## src/include/cfic_pkg.sv

```systemverilog
// Register map, field layout and reset values of the filter and FIFO interrupt control block
package cfic_pkg;
   localparam int ADDR_W = 12;
   localparam logic [11:0] FILT_GRP2_OFF = 12'h000;
   localparam logic [11:0] FILT_GRP5_OFF = 12'h004;
   localparam logic [11:0] FIFO_INT_BASE = 12'h080;
   localparam int NUM_FIFO = 32;
   localparam int NUM_GRP = 2;
   localparam int LANES = 4;
   localparam int LANE_ON_BIT = 7;
   localparam int MASK_HI = 6;
   localparam int MASK_LO = 5;
   localparam int TGT_HI = 4;
   localparam int TGT_LO = 0;
   localparam int IEN_TX_LO = 24;
   localparam int IEN_RX_LO = 16;
   localparam int FLG_TX_LO = 8;
   localparam int FLG_RX_LO = 0;
   localparam int OVR_BIT = 3;
   localparam logic [31:0] FILT_RESET = 32'h0000_0000;
   localparam logic [6:0] IEN_RESET = 7'h00;
   localparam logic [31:0] FIFO_INT_RSVD = 32'hf8f0_f8f0;
   localparam logic [1:0] RESP_OKAY = 2'h0;
   localparam logic [1:0] RESP_SLVERR = 2'h2;
endpackage

```

## src/hw/cfic_ctrl.sv

```systemverilog
// CAN acceptance filter control and per-FIFO interrupt registers behind an AXI4-Lite slave
//
// The placing of the registers and the AXI4-Lite slave port were chosen for this implementation.
`timescale 1ns/100ps
`default_nettype none
// How it works
// (RULE1) Disabled filters never accept a message
// (RULE2) Two-bit field picks one of four masks
// (RULE3) Accepted message goes to target FIFO number
// (RULE4) Fields writable only while filter is off
// (RULE5) Four filters per register, one per lane
// (RULE6) One interrupt register per FIFO, 0..31
// (RULE7) Fill-level flags read-only, follow FIFO state
// (RULE8) Transmit not-full flag zero in receive mode
// (RULE9) Overrun enable gates overrun interrupt request
// (RULE10) Request high when any enabled flag set
module cfic_ctrl
(
   input wire logic aclk,
   input wire logic aresetn,
   input wire logic [11:0] s_axi_awaddr,
   input wire logic [2:0] s_axi_awprot,
   input wire logic s_axi_awvalid,
   output logic s_axi_awready,
   input wire logic [31:0] s_axi_wdata,
   input wire logic [3:0] s_axi_wstrb,
   input wire logic s_axi_wvalid,
   output logic s_axi_wready,
   output logic [1:0] s_axi_bresp,
   output logic s_axi_bvalid,
   input wire logic s_axi_bready,
   input wire logic [11:0] s_axi_araddr,
   input wire logic [2:0] s_axi_arprot,
   input wire logic s_axi_arvalid,
   output logic s_axi_arready,
   output logic [31:0] s_axi_rdata,
   output logic [1:0] s_axi_rresp,
   output logic s_axi_rvalid,
   input wire logic s_axi_rready,
   input wire logic [7:0] filter_hit,
   output logic accept_valid,
   output logic [4:0] accept_fifo,
   output logic [1:0] accept_mask,
   output logic [2:0] accept_filter,
   input wire logic [31:0] fifo_is_transmit,
   input wire logic [31:0] fifo_full,
   input wire logic [31:0] fifo_half,
   input wire logic [31:0] fifo_empty,
   input wire logic [31:0] fifo_overflow,
   output logic [31:0] fifo_irq
);
   logic aw_held, next_aw_held, w_held, next_w_held;
   logic [11:0] aw_addr, next_aw_addr;
   logic [31:0] w_data, next_w_data;
   logic [3:0] w_strb, next_w_strb;
   logic next_awready, next_wready, next_arready;
   logic next_bvalid, next_rvalid;
   logic [1:0] next_bresp, next_rresp;
   logic [31:0] next_rdata;
   logic [31:0] fctl [cfic_pkg::NUM_GRP];
   logic [31:0] next_fctl [cfic_pkg::NUM_GRP];
   logic [6:0] ien [cfic_pkg::NUM_FIFO];
   logic [6:0] next_ien [cfic_pkg::NUM_FIFO];
   logic [31:0] ovr, next_ovr, next_irq;
   logic next_acc_valid;
   logic [4:0] next_acc_fifo;
   logic [1:0] next_acc_mask;
   logic [2:0] next_acc_filter;
   logic [7:0] fon, hit_en;
   logic wr_go;

   // Fields of a lane stay frozen while its enable is set; the enable itself stays writable
   function automatic logic [31:0] lane_write(input logic [31:0] old, input logic [31:0] wd,
                                              input logic [3:0] strb);
      logic [31:0] r;
      r = old;
      for (int l = 0; l < cfic_pkg::LANES; l++)
      begin
         if (strb[l])
         begin
            r[8*l+cfic_pkg::LANE_ON_BIT] = wd[8*l+cfic_pkg::LANE_ON_BIT];
            if (!old[8*l+cfic_pkg::LANE_ON_BIT])
               r[8*l +: 7] = wd[8*l +: 7]; // RULE4
         end
      end
      return r;
   endfunction

   // Flags: {tx_space, tx_half, tx_drained, rx_overrun, rx_packed, rx_half, rx_pending}
   function automatic logic [6:0] flags(input logic is_tx, input logic full, input logic half,
                                        input logic empty, input logic ov);
      flags = {is_tx & ~full, is_tx & half, is_tx & empty, // RULE7 RULE8
               ov, ~is_tx & full, ~is_tx & half, ~is_tx & ~empty};
   endfunction

   function automatic logic is_fifo_reg(input logic [11:0] a);
      is_fifo_reg = (a[11:7] == cfic_pkg::FIFO_INT_BASE[11:7]) && (a[1:0] == 2'h0);
   endfunction

   always_comb
   begin
      for (int i = 0; i < 8; i++)
      begin
         fon[i] = fctl[i/4][8*(i%4)+cfic_pkg::LANE_ON_BIT];
      end
      hit_en = filter_hit & fon; // RULE1
   end

   assign wr_go = aw_held && w_held && !s_axi_bvalid;

   always_comb
   begin
      logic [6:0] fl;
      logic [4:0] idx;
      fl = 7'h00;
      idx = 5'h00;
      next_aw_held = aw_held;
      next_aw_addr = aw_addr;
      next_w_held = w_held;
      next_w_data = w_data;
      next_w_strb = w_strb;
      next_bvalid = s_axi_bvalid;
      next_bresp = s_axi_bresp;
      next_rvalid = s_axi_rvalid;
      next_rresp = s_axi_rresp;
      next_rdata = s_axi_rdata;
      next_fctl = fctl;
      next_ien = ien;
      next_ovr = ovr;
      if (s_axi_awvalid && s_axi_awready)
      begin
         next_aw_held = 1'b1;
         next_aw_addr = s_axi_awaddr;
      end
      if (s_axi_wvalid && s_axi_wready)
      begin
         next_w_held = 1'b1;
         next_w_data = s_axi_wdata;
         next_w_strb = s_axi_wstrb;
      end
      if (s_axi_bvalid && s_axi_bready)
         next_bvalid = 1'b0;
      // Software may only clear the overrun flag by writing zero; clearing loses to a new event
      if (wr_go)
      begin
         next_aw_held = 1'b0;
         next_w_held = 1'b0;
         next_bvalid = 1'b1;
         next_bresp = cfic_pkg::RESP_OKAY;
         idx = aw_addr[6:2];
         if (aw_addr == cfic_pkg::FILT_GRP2_OFF)
            next_fctl[0] = lane_write(fctl[0], w_data, w_strb); // RULE5
         else if (aw_addr == cfic_pkg::FILT_GRP5_OFF)
            next_fctl[1] = lane_write(fctl[1], w_data, w_strb); // RULE5
         else if (is_fifo_reg(aw_addr))
         begin
            if (w_strb[3])
               next_ien[idx][6:4] = w_data[cfic_pkg::IEN_TX_LO +: 3]; // RULE6
            if (w_strb[2])
               next_ien[idx][3:0] = w_data[cfic_pkg::IEN_RX_LO +: 4];
            if (w_strb[0] && !w_data[cfic_pkg::OVR_BIT])
               next_ovr[idx] = 1'b0;
         end
         else
            next_bresp = cfic_pkg::RESP_SLVERR;
      end
      next_ovr = next_ovr | (fifo_overflow & ~fifo_is_transmit);
      if (s_axi_rvalid && s_axi_rready)
         next_rvalid = 1'b0;
      if (s_axi_arvalid && s_axi_arready)
      begin
         next_rvalid = 1'b1;
         next_rresp = cfic_pkg::RESP_OKAY;
         next_rdata = 32'h0000_0000;
         idx = s_axi_araddr[6:2];
         fl = flags(fifo_is_transmit[idx], fifo_full[idx], fifo_half[idx], fifo_empty[idx], ovr[idx]);
         if (s_axi_araddr == cfic_pkg::FILT_GRP2_OFF)
            next_rdata = fctl[0];
         else if (s_axi_araddr == cfic_pkg::FILT_GRP5_OFF)
            next_rdata = fctl[1];
         else if (is_fifo_reg(s_axi_araddr))
            next_rdata = {5'h00, ien[idx][6:4], 4'h0, ien[idx][3:0],
                          5'h00, fl[6:4], 4'h0, fl[3:0]}; // RULE6 RULE7
         else
            next_rresp = cfic_pkg::RESP_SLVERR;
      end
      next_awready = !next_aw_held && !next_bvalid;
      next_wready = !next_w_held && !next_bvalid;
      next_arready = !next_rvalid;
   end

   // Lowest-numbered enabled hit wins when several filters match at once
   always_comb
   begin
      logic [2:0] k;
      k = 3'h0;
      next_acc_valid = |hit_en; // RULE1
      next_acc_filter = 3'h0;
      for (int i = 7; i >= 0; i--)
      begin
         if (hit_en[i])
            next_acc_filter = 3'(i);
      end
      k = next_acc_filter;
      next_acc_mask = fctl[k[2]][8*k[1:0]+cfic_pkg::MASK_LO +: 2]; // RULE2
      next_acc_fifo = fctl[k[2]][8*k[1:0]+cfic_pkg::TGT_LO +: 5]; // RULE3
   end

   always_comb
   begin
      for (int n = 0; n < cfic_pkg::NUM_FIFO; n++)
      begin
         next_irq[n] = |(ien[n] & flags(fifo_is_transmit[n], fifo_full[n], fifo_half[n],
                                        fifo_empty[n], ovr[n])); // RULE9 RULE10
      end
   end

   always_ff @(posedge aclk)
   begin
      if (!aresetn)
      begin
         aw_held <= 1'b0;
         aw_addr <= 12'h000;
         w_held <= 1'b0;
         w_data <= 32'h0000_0000;
         w_strb <= 4'h0;
         s_axi_awready <= 1'b0;
         s_axi_wready <= 1'b0;
         s_axi_arready <= 1'b0;
         s_axi_bvalid <= 1'b0;
         s_axi_bresp <= cfic_pkg::RESP_OKAY;
         s_axi_rvalid <= 1'b0;
         s_axi_rresp <= cfic_pkg::RESP_OKAY;
         s_axi_rdata <= 32'h0000_0000;
         for (int g = 0; g < cfic_pkg::NUM_GRP; g++)
            fctl[g] <= cfic_pkg::FILT_RESET;
         for (int n = 0; n < cfic_pkg::NUM_FIFO; n++)
            ien[n] <= cfic_pkg::IEN_RESET;
         ovr <= 32'h0000_0000;
         fifo_irq <= 32'h0000_0000;
         accept_valid <= 1'b0;
         accept_fifo <= 5'h00;
         accept_mask <= 2'h0;
         accept_filter <= 3'h0;
      end
      else
      begin
         aw_held <= next_aw_held;
         aw_addr <= next_aw_addr;
         w_held <= next_w_held;
         w_data <= next_w_data;
         w_strb <= next_w_strb;
         s_axi_awready <= next_awready;
         s_axi_wready <= next_wready;
         s_axi_arready <= next_arready;
         s_axi_bvalid <= next_bvalid;
         s_axi_bresp <= next_bresp;
         s_axi_rvalid <= next_rvalid;
         s_axi_rresp <= next_rresp;
         s_axi_rdata <= next_rdata;
         fctl <= next_fctl;
         ien <= next_ien;
         ovr <= next_ovr;
         fifo_irq <= next_irq;
         accept_valid <= next_acc_valid;
         accept_fifo <= next_acc_fifo;
         accept_mask <= next_acc_mask;
         accept_filter <= next_acc_filter;
      end
   end

   logic rd_f0, rd_g2, rd_fifo;
   assign rd_f0 = s_axi_arvalid && s_axi_arready && (s_axi_araddr == cfic_pkg::FIFO_INT_BASE);
   assign rd_g2 = s_axi_arvalid && s_axi_arready && (s_axi_araddr == cfic_pkg::FILT_GRP2_OFF);
   assign rd_fifo = s_axi_arvalid && s_axi_arready && is_fifo_reg(s_axi_araddr);
endmodule
`default_nettype wire

```

## config.mk

```make
export PLATFORM = sky130hd
export DESIGN_NAME = cfic_ctrl
export DESIGN_NICKNAME = d
export VERILOG_FILES = /design/src/include/cfic_pkg.sv /design/src/hw/cfic_ctrl.sv
export SDC_FILE = /design/constraint.sdc
export NUM_CORES = 1
export LEC_CHECK = 0
export BUFFER_PORTS_ARGS = -buffer_cell sky130_fd_sc_hd__buf_2
export CORE_MARGIN = 2
export CORE_UTILIZATION = 45
export DETAILED_ROUTE_END_ITERATION = 10
export PLACE_DENSITY = 0.67
export SYNTH_ARGS = -nofsm -noshare
export SYNTH_HDL_FRONTEND = slang
export SYNTH_SLANG_ARGS = --single-unit
```

## constraint.sdc

```tcl
create_clock -name aclk -period 3.7 [get_ports aclk]
set_clock_uncertainty 0.1 [all_clocks]
set_input_delay 0.925 -clock aclk [delete_from_list [all_inputs] [get_ports aclk]]
set_output_delay 0.925 -clock aclk [all_outputs]
set_load 0.05 [all_outputs]
```

==> metrics.txt <==
# TYPE chip_impl_metric gauge
chip_impl_info{name="rsz0062_at_grt",value="false"} 1
chip_impl_metric{name="slew_headroom",unit="%"} 18.9
chip_impl_metric{name="placeableCoreArea",unit="µm²"} 47800
chip_impl_metric{name="synth.avg_cell_area",unit="µm²"} 8.76
chip_impl_info{name="hold_path.startpoint",value="aw_addr[8]"} 1
chip_impl_metric{name="number_of_cells_traversed_by_the_worst_register_to_register_path",unit=""} 6
chip_impl_metric{name="cts_setup_buffers",unit=""} 0
chip_impl_metric{name="fin_worst_hold_slack",unit="ns"} 0.356
chip_impl_metric{name="report.power.total",unit="µW"} 11000
chip_impl_metric{name="dieArea",unit="µm²"} 50300
chip_impl_metric{name="cts_inserted_buffers",unit=""} 50
chip_impl_info{name="cts_root_buf",value="clkbuf_16"} 1
chip_impl_metric{name="number_of_endpoints_with_negative_hold_slack_in_the_final_report",unit=""} 0
chip_impl_metric{name="floorplan.die.height",unit="µm"} 224
chip_impl_metric{name="antenna_found_initial",unit=""} 2
chip_impl_metric{name="pin_count_of_the_biggest_net_entering_global_routing",unit=""} 129
chip_impl_metric{name="timing_worst_slew_pin_value",unit="ns"} 1.22
chip_impl_info{name="run_status",value="completed"} 1
chip_impl_metric{name="multiInputGateArea",unit="µm²"} 11600
chip_impl_metric{name="final_period_minus_worst_setup_slack",unit="ns"} 3.00
chip_impl_metric{name="area_growth_syn_to_layout",unit="%"} 16.4
chip_impl_metric{name="synth_cell_types",unit=""} 55
chip_impl_metric{name="number_of_synthesized_flops_with_an_enable_pin",unit=""} 0
chip_impl_info{name="crit_end",value="fctl[61]"} 1
chip_impl_metric{name="setup_viol_count_final",unit=""} 0
chip_impl_metric{name="worst-path-max-fanout",unit=""} 12
chip_impl_info{name="setup.worst_path.start",value="aw_addr[4]"} 1
chip_impl_info{name="class_of_the_most_critical_hold_timing_path",value="flip-flop to flip-flop"} 1
chip_impl_metric{name="numClockSinks",unit=""} 452
chip_impl_metric{name="worst-endpoint-required",unit="ns"} 4.08
chip_impl_info{name="worst_r2r_endpoint",value="fctl[61]"} 1
chip_impl_metric{name="drive_above_1_share",unit="%"} 20.0
chip_impl_metric{name="start_util",unit="%"} 45.6
chip_impl_metric{name="setup_total_negative_slack",unit="ns"} 0
chip_impl_metric{name="nFillCells",unit=""} 4370
chip_impl_metric{name="initialDrtViolationCount",unit=""} 2867
chip_impl_metric{name="synth-seq-cells",unit=""} 452
chip_impl_metric{name="worstPathArrival",unit="ns"} 3.38
chip_impl_metric{name="via_count_of_the_first_global_routing_pass",unit=""} 19600
chip_impl_metric{name="num_vias",unit=""} 20800
chip_impl_metric{name="dp.final_hpwl",unit="µm"} 56500
chip_impl_metric{name="ys_warn_count",unit=""} 0
chip_impl_metric{name="die_outline_width",unit="µm"} 224
chip_impl_metric{name="post_cts_resized",unit=""} 0
chip_impl_metric{name="netlist_area",unit="µm²"} 21800
chip_impl_info{name="most_used_cells_in_the_layout_excluding_fill_and_tap_cells",value="dfxtp_1 (445), nand2_1 (418), a21oi_1 (367), buf_2 (314), nand3_1 (248)"} 1
chip_impl_metric{name="maxCapViolations",unit=""} 0
chip_impl_metric{name="grt_pass1_wl",unit="µm"} 118000
chip_impl_info{name="critPathLaunchType",value="flip-flop"} 1
chip_impl_metric{name="floorplan.io_pins",unit=""} 325
chip_impl_metric{name="synthesis.instances",unit=""} 2494
chip_impl_metric{name="drv_slew",unit=""} 0
chip_impl_info{name="rr_startpoint",value="aw_addr[4]"} 1
chip_impl_metric{name="min_period_over_period",unit="%"} 81.1
chip_impl_info{name="synth.top_cells.by_area",value="dfxtp_1 (41%), mux4_2 (9.5%), mux2i_1 (9.3%)"} 1
chip_impl_info{name="tritoncts",value="yes"} 1
chip_impl_info{name="crit_type",value="flip-flop to flip-flop"} 1
chip_impl_metric{name="timing.reg2reg.setup_slack",unit="ns"} 0.70
chip_impl_metric{name="routed_wire_length_per_instance",unit="µm"} 23.6
chip_impl_info{name="timing.critical_path.to_type",value="flip-flop"} 1
chip_impl_metric{name="drt_drc_violations_left",unit=""} 0
chip_impl_metric{name="placement_rows",unit=""} 80
chip_impl_metric{name="yosys.area.top_type_share",unit="%"} 41.4
chip_impl_metric{name="clkTransAtPathRegs",unit="ns"} 0.06
chip_impl_info{name="ys.flop_type",value="dfxtp_1"} 1
chip_impl_metric{name="pwr_density_cell",unit="nW/µm²"} 434
chip_impl_metric{name="utilization_after_layout",unit="%"} 53.1
chip_impl_metric{name="worst_ir_drop_vdd",unit="V"} 0.000325
chip_impl_metric{name="wirelength",unit="µm"} 79200
chip_impl_metric{name="max_freq",unit="MHz"} 333
chip_impl_metric{name="grt.overflow.total",unit=""} 0
chip_impl_metric{name="routed_via_density",unit=""} 6.19
chip_impl_metric{name="clkLatencyLatePin",unit="ns"} 0.62
chip_impl_info{name="yosysTopAreaCell",value="dfxtp_1"} 1
chip_impl_metric{name="cts-hold-fix-buffers",unit=""} 0
chip_impl_metric{name="asyncSetResetFlopFracSynth",unit="%"} 0
chip_impl_info{name="layout.cells.most_common",value="dfxtp_1"} 1
chip_impl_metric{name="nNetsFinal",unit=""} 2943
chip_impl_metric{name="drtPass1Iterations",unit=""} 9
chip_impl_metric{name="leakagePower",unit="µW"} 0.0102
chip_impl_metric{name="htree_levels",unit=""} 2
chip_impl_metric{name="seq_area",unit="µm²"} 9060
chip_impl_metric{name="synth_sequential_area_ratio",unit="%"} 41.4
chip_impl_metric{name="grt_util_all_layers",unit="%"} 30.8
chip_impl_metric{name="drt.antenna.violating_nets",unit=""} 0
chip_impl_metric{name="cts_buffer_depth",unit=""} 3
chip_impl_metric{name="portBuffers",unit=""} 316
chip_impl_metric{name="gp_congestion",unit=""} 1.00
## cells in the mapped netlist, types with 4 or more instances
cell      instances
a22oi_1          24
inv_1            67
buf_2            62
nor2b_1           8
nand3b_1         11
buf_4             7
or2_2             4
o21ai_0           8
nor3_1           21
buf_6             8
nand2_1         418
a21oi_1         368
buf_1             7
and2_1            5
o211a_1          10
o31ai_1          33
a22o_1           11
nand2b_1         37
and3_1            7
nand3_1         248
mux2i_1         204
nor2_1          154
a222oi_1         65
o221ai_1          8
clkbuf_1        117
dfxtp_1         452
mux4_2           92
## logic make-up after synthesis
group	synth area share (%)
DFF	41.4
and+or+nand+nor	19.1
other	0.0172
buffers and inverters	5.36
muxes	18.8
AOI/OAI and AO/OA	15.3
## registers in the layout (all words and copies together) (netlist names)
name           flops
w_data            32
ien              224
s_axi_bvalid       1
s_axi_arready      1
s_axi_bresp        1
s_axi_rresp        1
fifo_irq          32
accept_mask        2
ovr               32
s_axi_awready      1
accept_valid       1
w_held             1
fctl              64
s_axi_rvalid       1
s_axi_rdata       32
w_strb             4
aw_held            1
aw_addr           12
accept_filter      3
s_axi_wready       1
accept_fifo        5
## worst min path at each step
stage	depth (start not counted)	slack [ns]	to
detailed placement	2	0.35	aw_addr[0]
global route	2	0.37	aw_addr[8]
global placement	1	0.34	s_axi_awready
finish	2	0.36	aw_addr[8]
floorplan	1	0.32	s_axi_awready
CTS	2	0.36	aw_addr[0]
## stage by stage
step	area, µm²	worst slack (ns)	instances
after global routing	25400	0.504	3357
after floorplan	21800	0.806	2495
after detailed placement	23800	0.264	3265
final	25400	0.698	3359
after global placement	23800	0.302	3265
after CTS	25400	0.733	3356
## routing by layer
layer / global-route usage (%) / up-vias / part of all wire [%]
met5: 0 / - / 0
met4: 13.6 / 0 / 4.3
met3: 5.42 / 188 / 11
met2: 48.2 / 1203 / 45
met1: 42.0 / 10000 / 40
li1: - / 9396 / -
## worst max-delay path: stages (launching register included)
cell and delay, ns:
dfxtp_1 0.49, or3_1 0.62, nor2_4 0.26, and3b_1 0.50, nand3b_1 0.52, mux2i_1 0.33
nor2_1 0.06
## power breakdown
group	internal [µW]	switching [µW]	total (µW)	leakage (µW)
Sequential	4930	124	5050	0.00366
Clock	2970	2120	5090	0.000813
Combinational	323	569	892	0.00574
## area by class of cell
class	count	share of cell area (%)
multi-input combinational	1775	45.8
sequential	452	35.6
timing repair buffer	356	7.98
clock buffer	75	5.64
tap	615	3.03
inverter	67	1.02
clock inverter	16	0.891
antenna	3	0.0295
(Power assumes the default switching activity.)
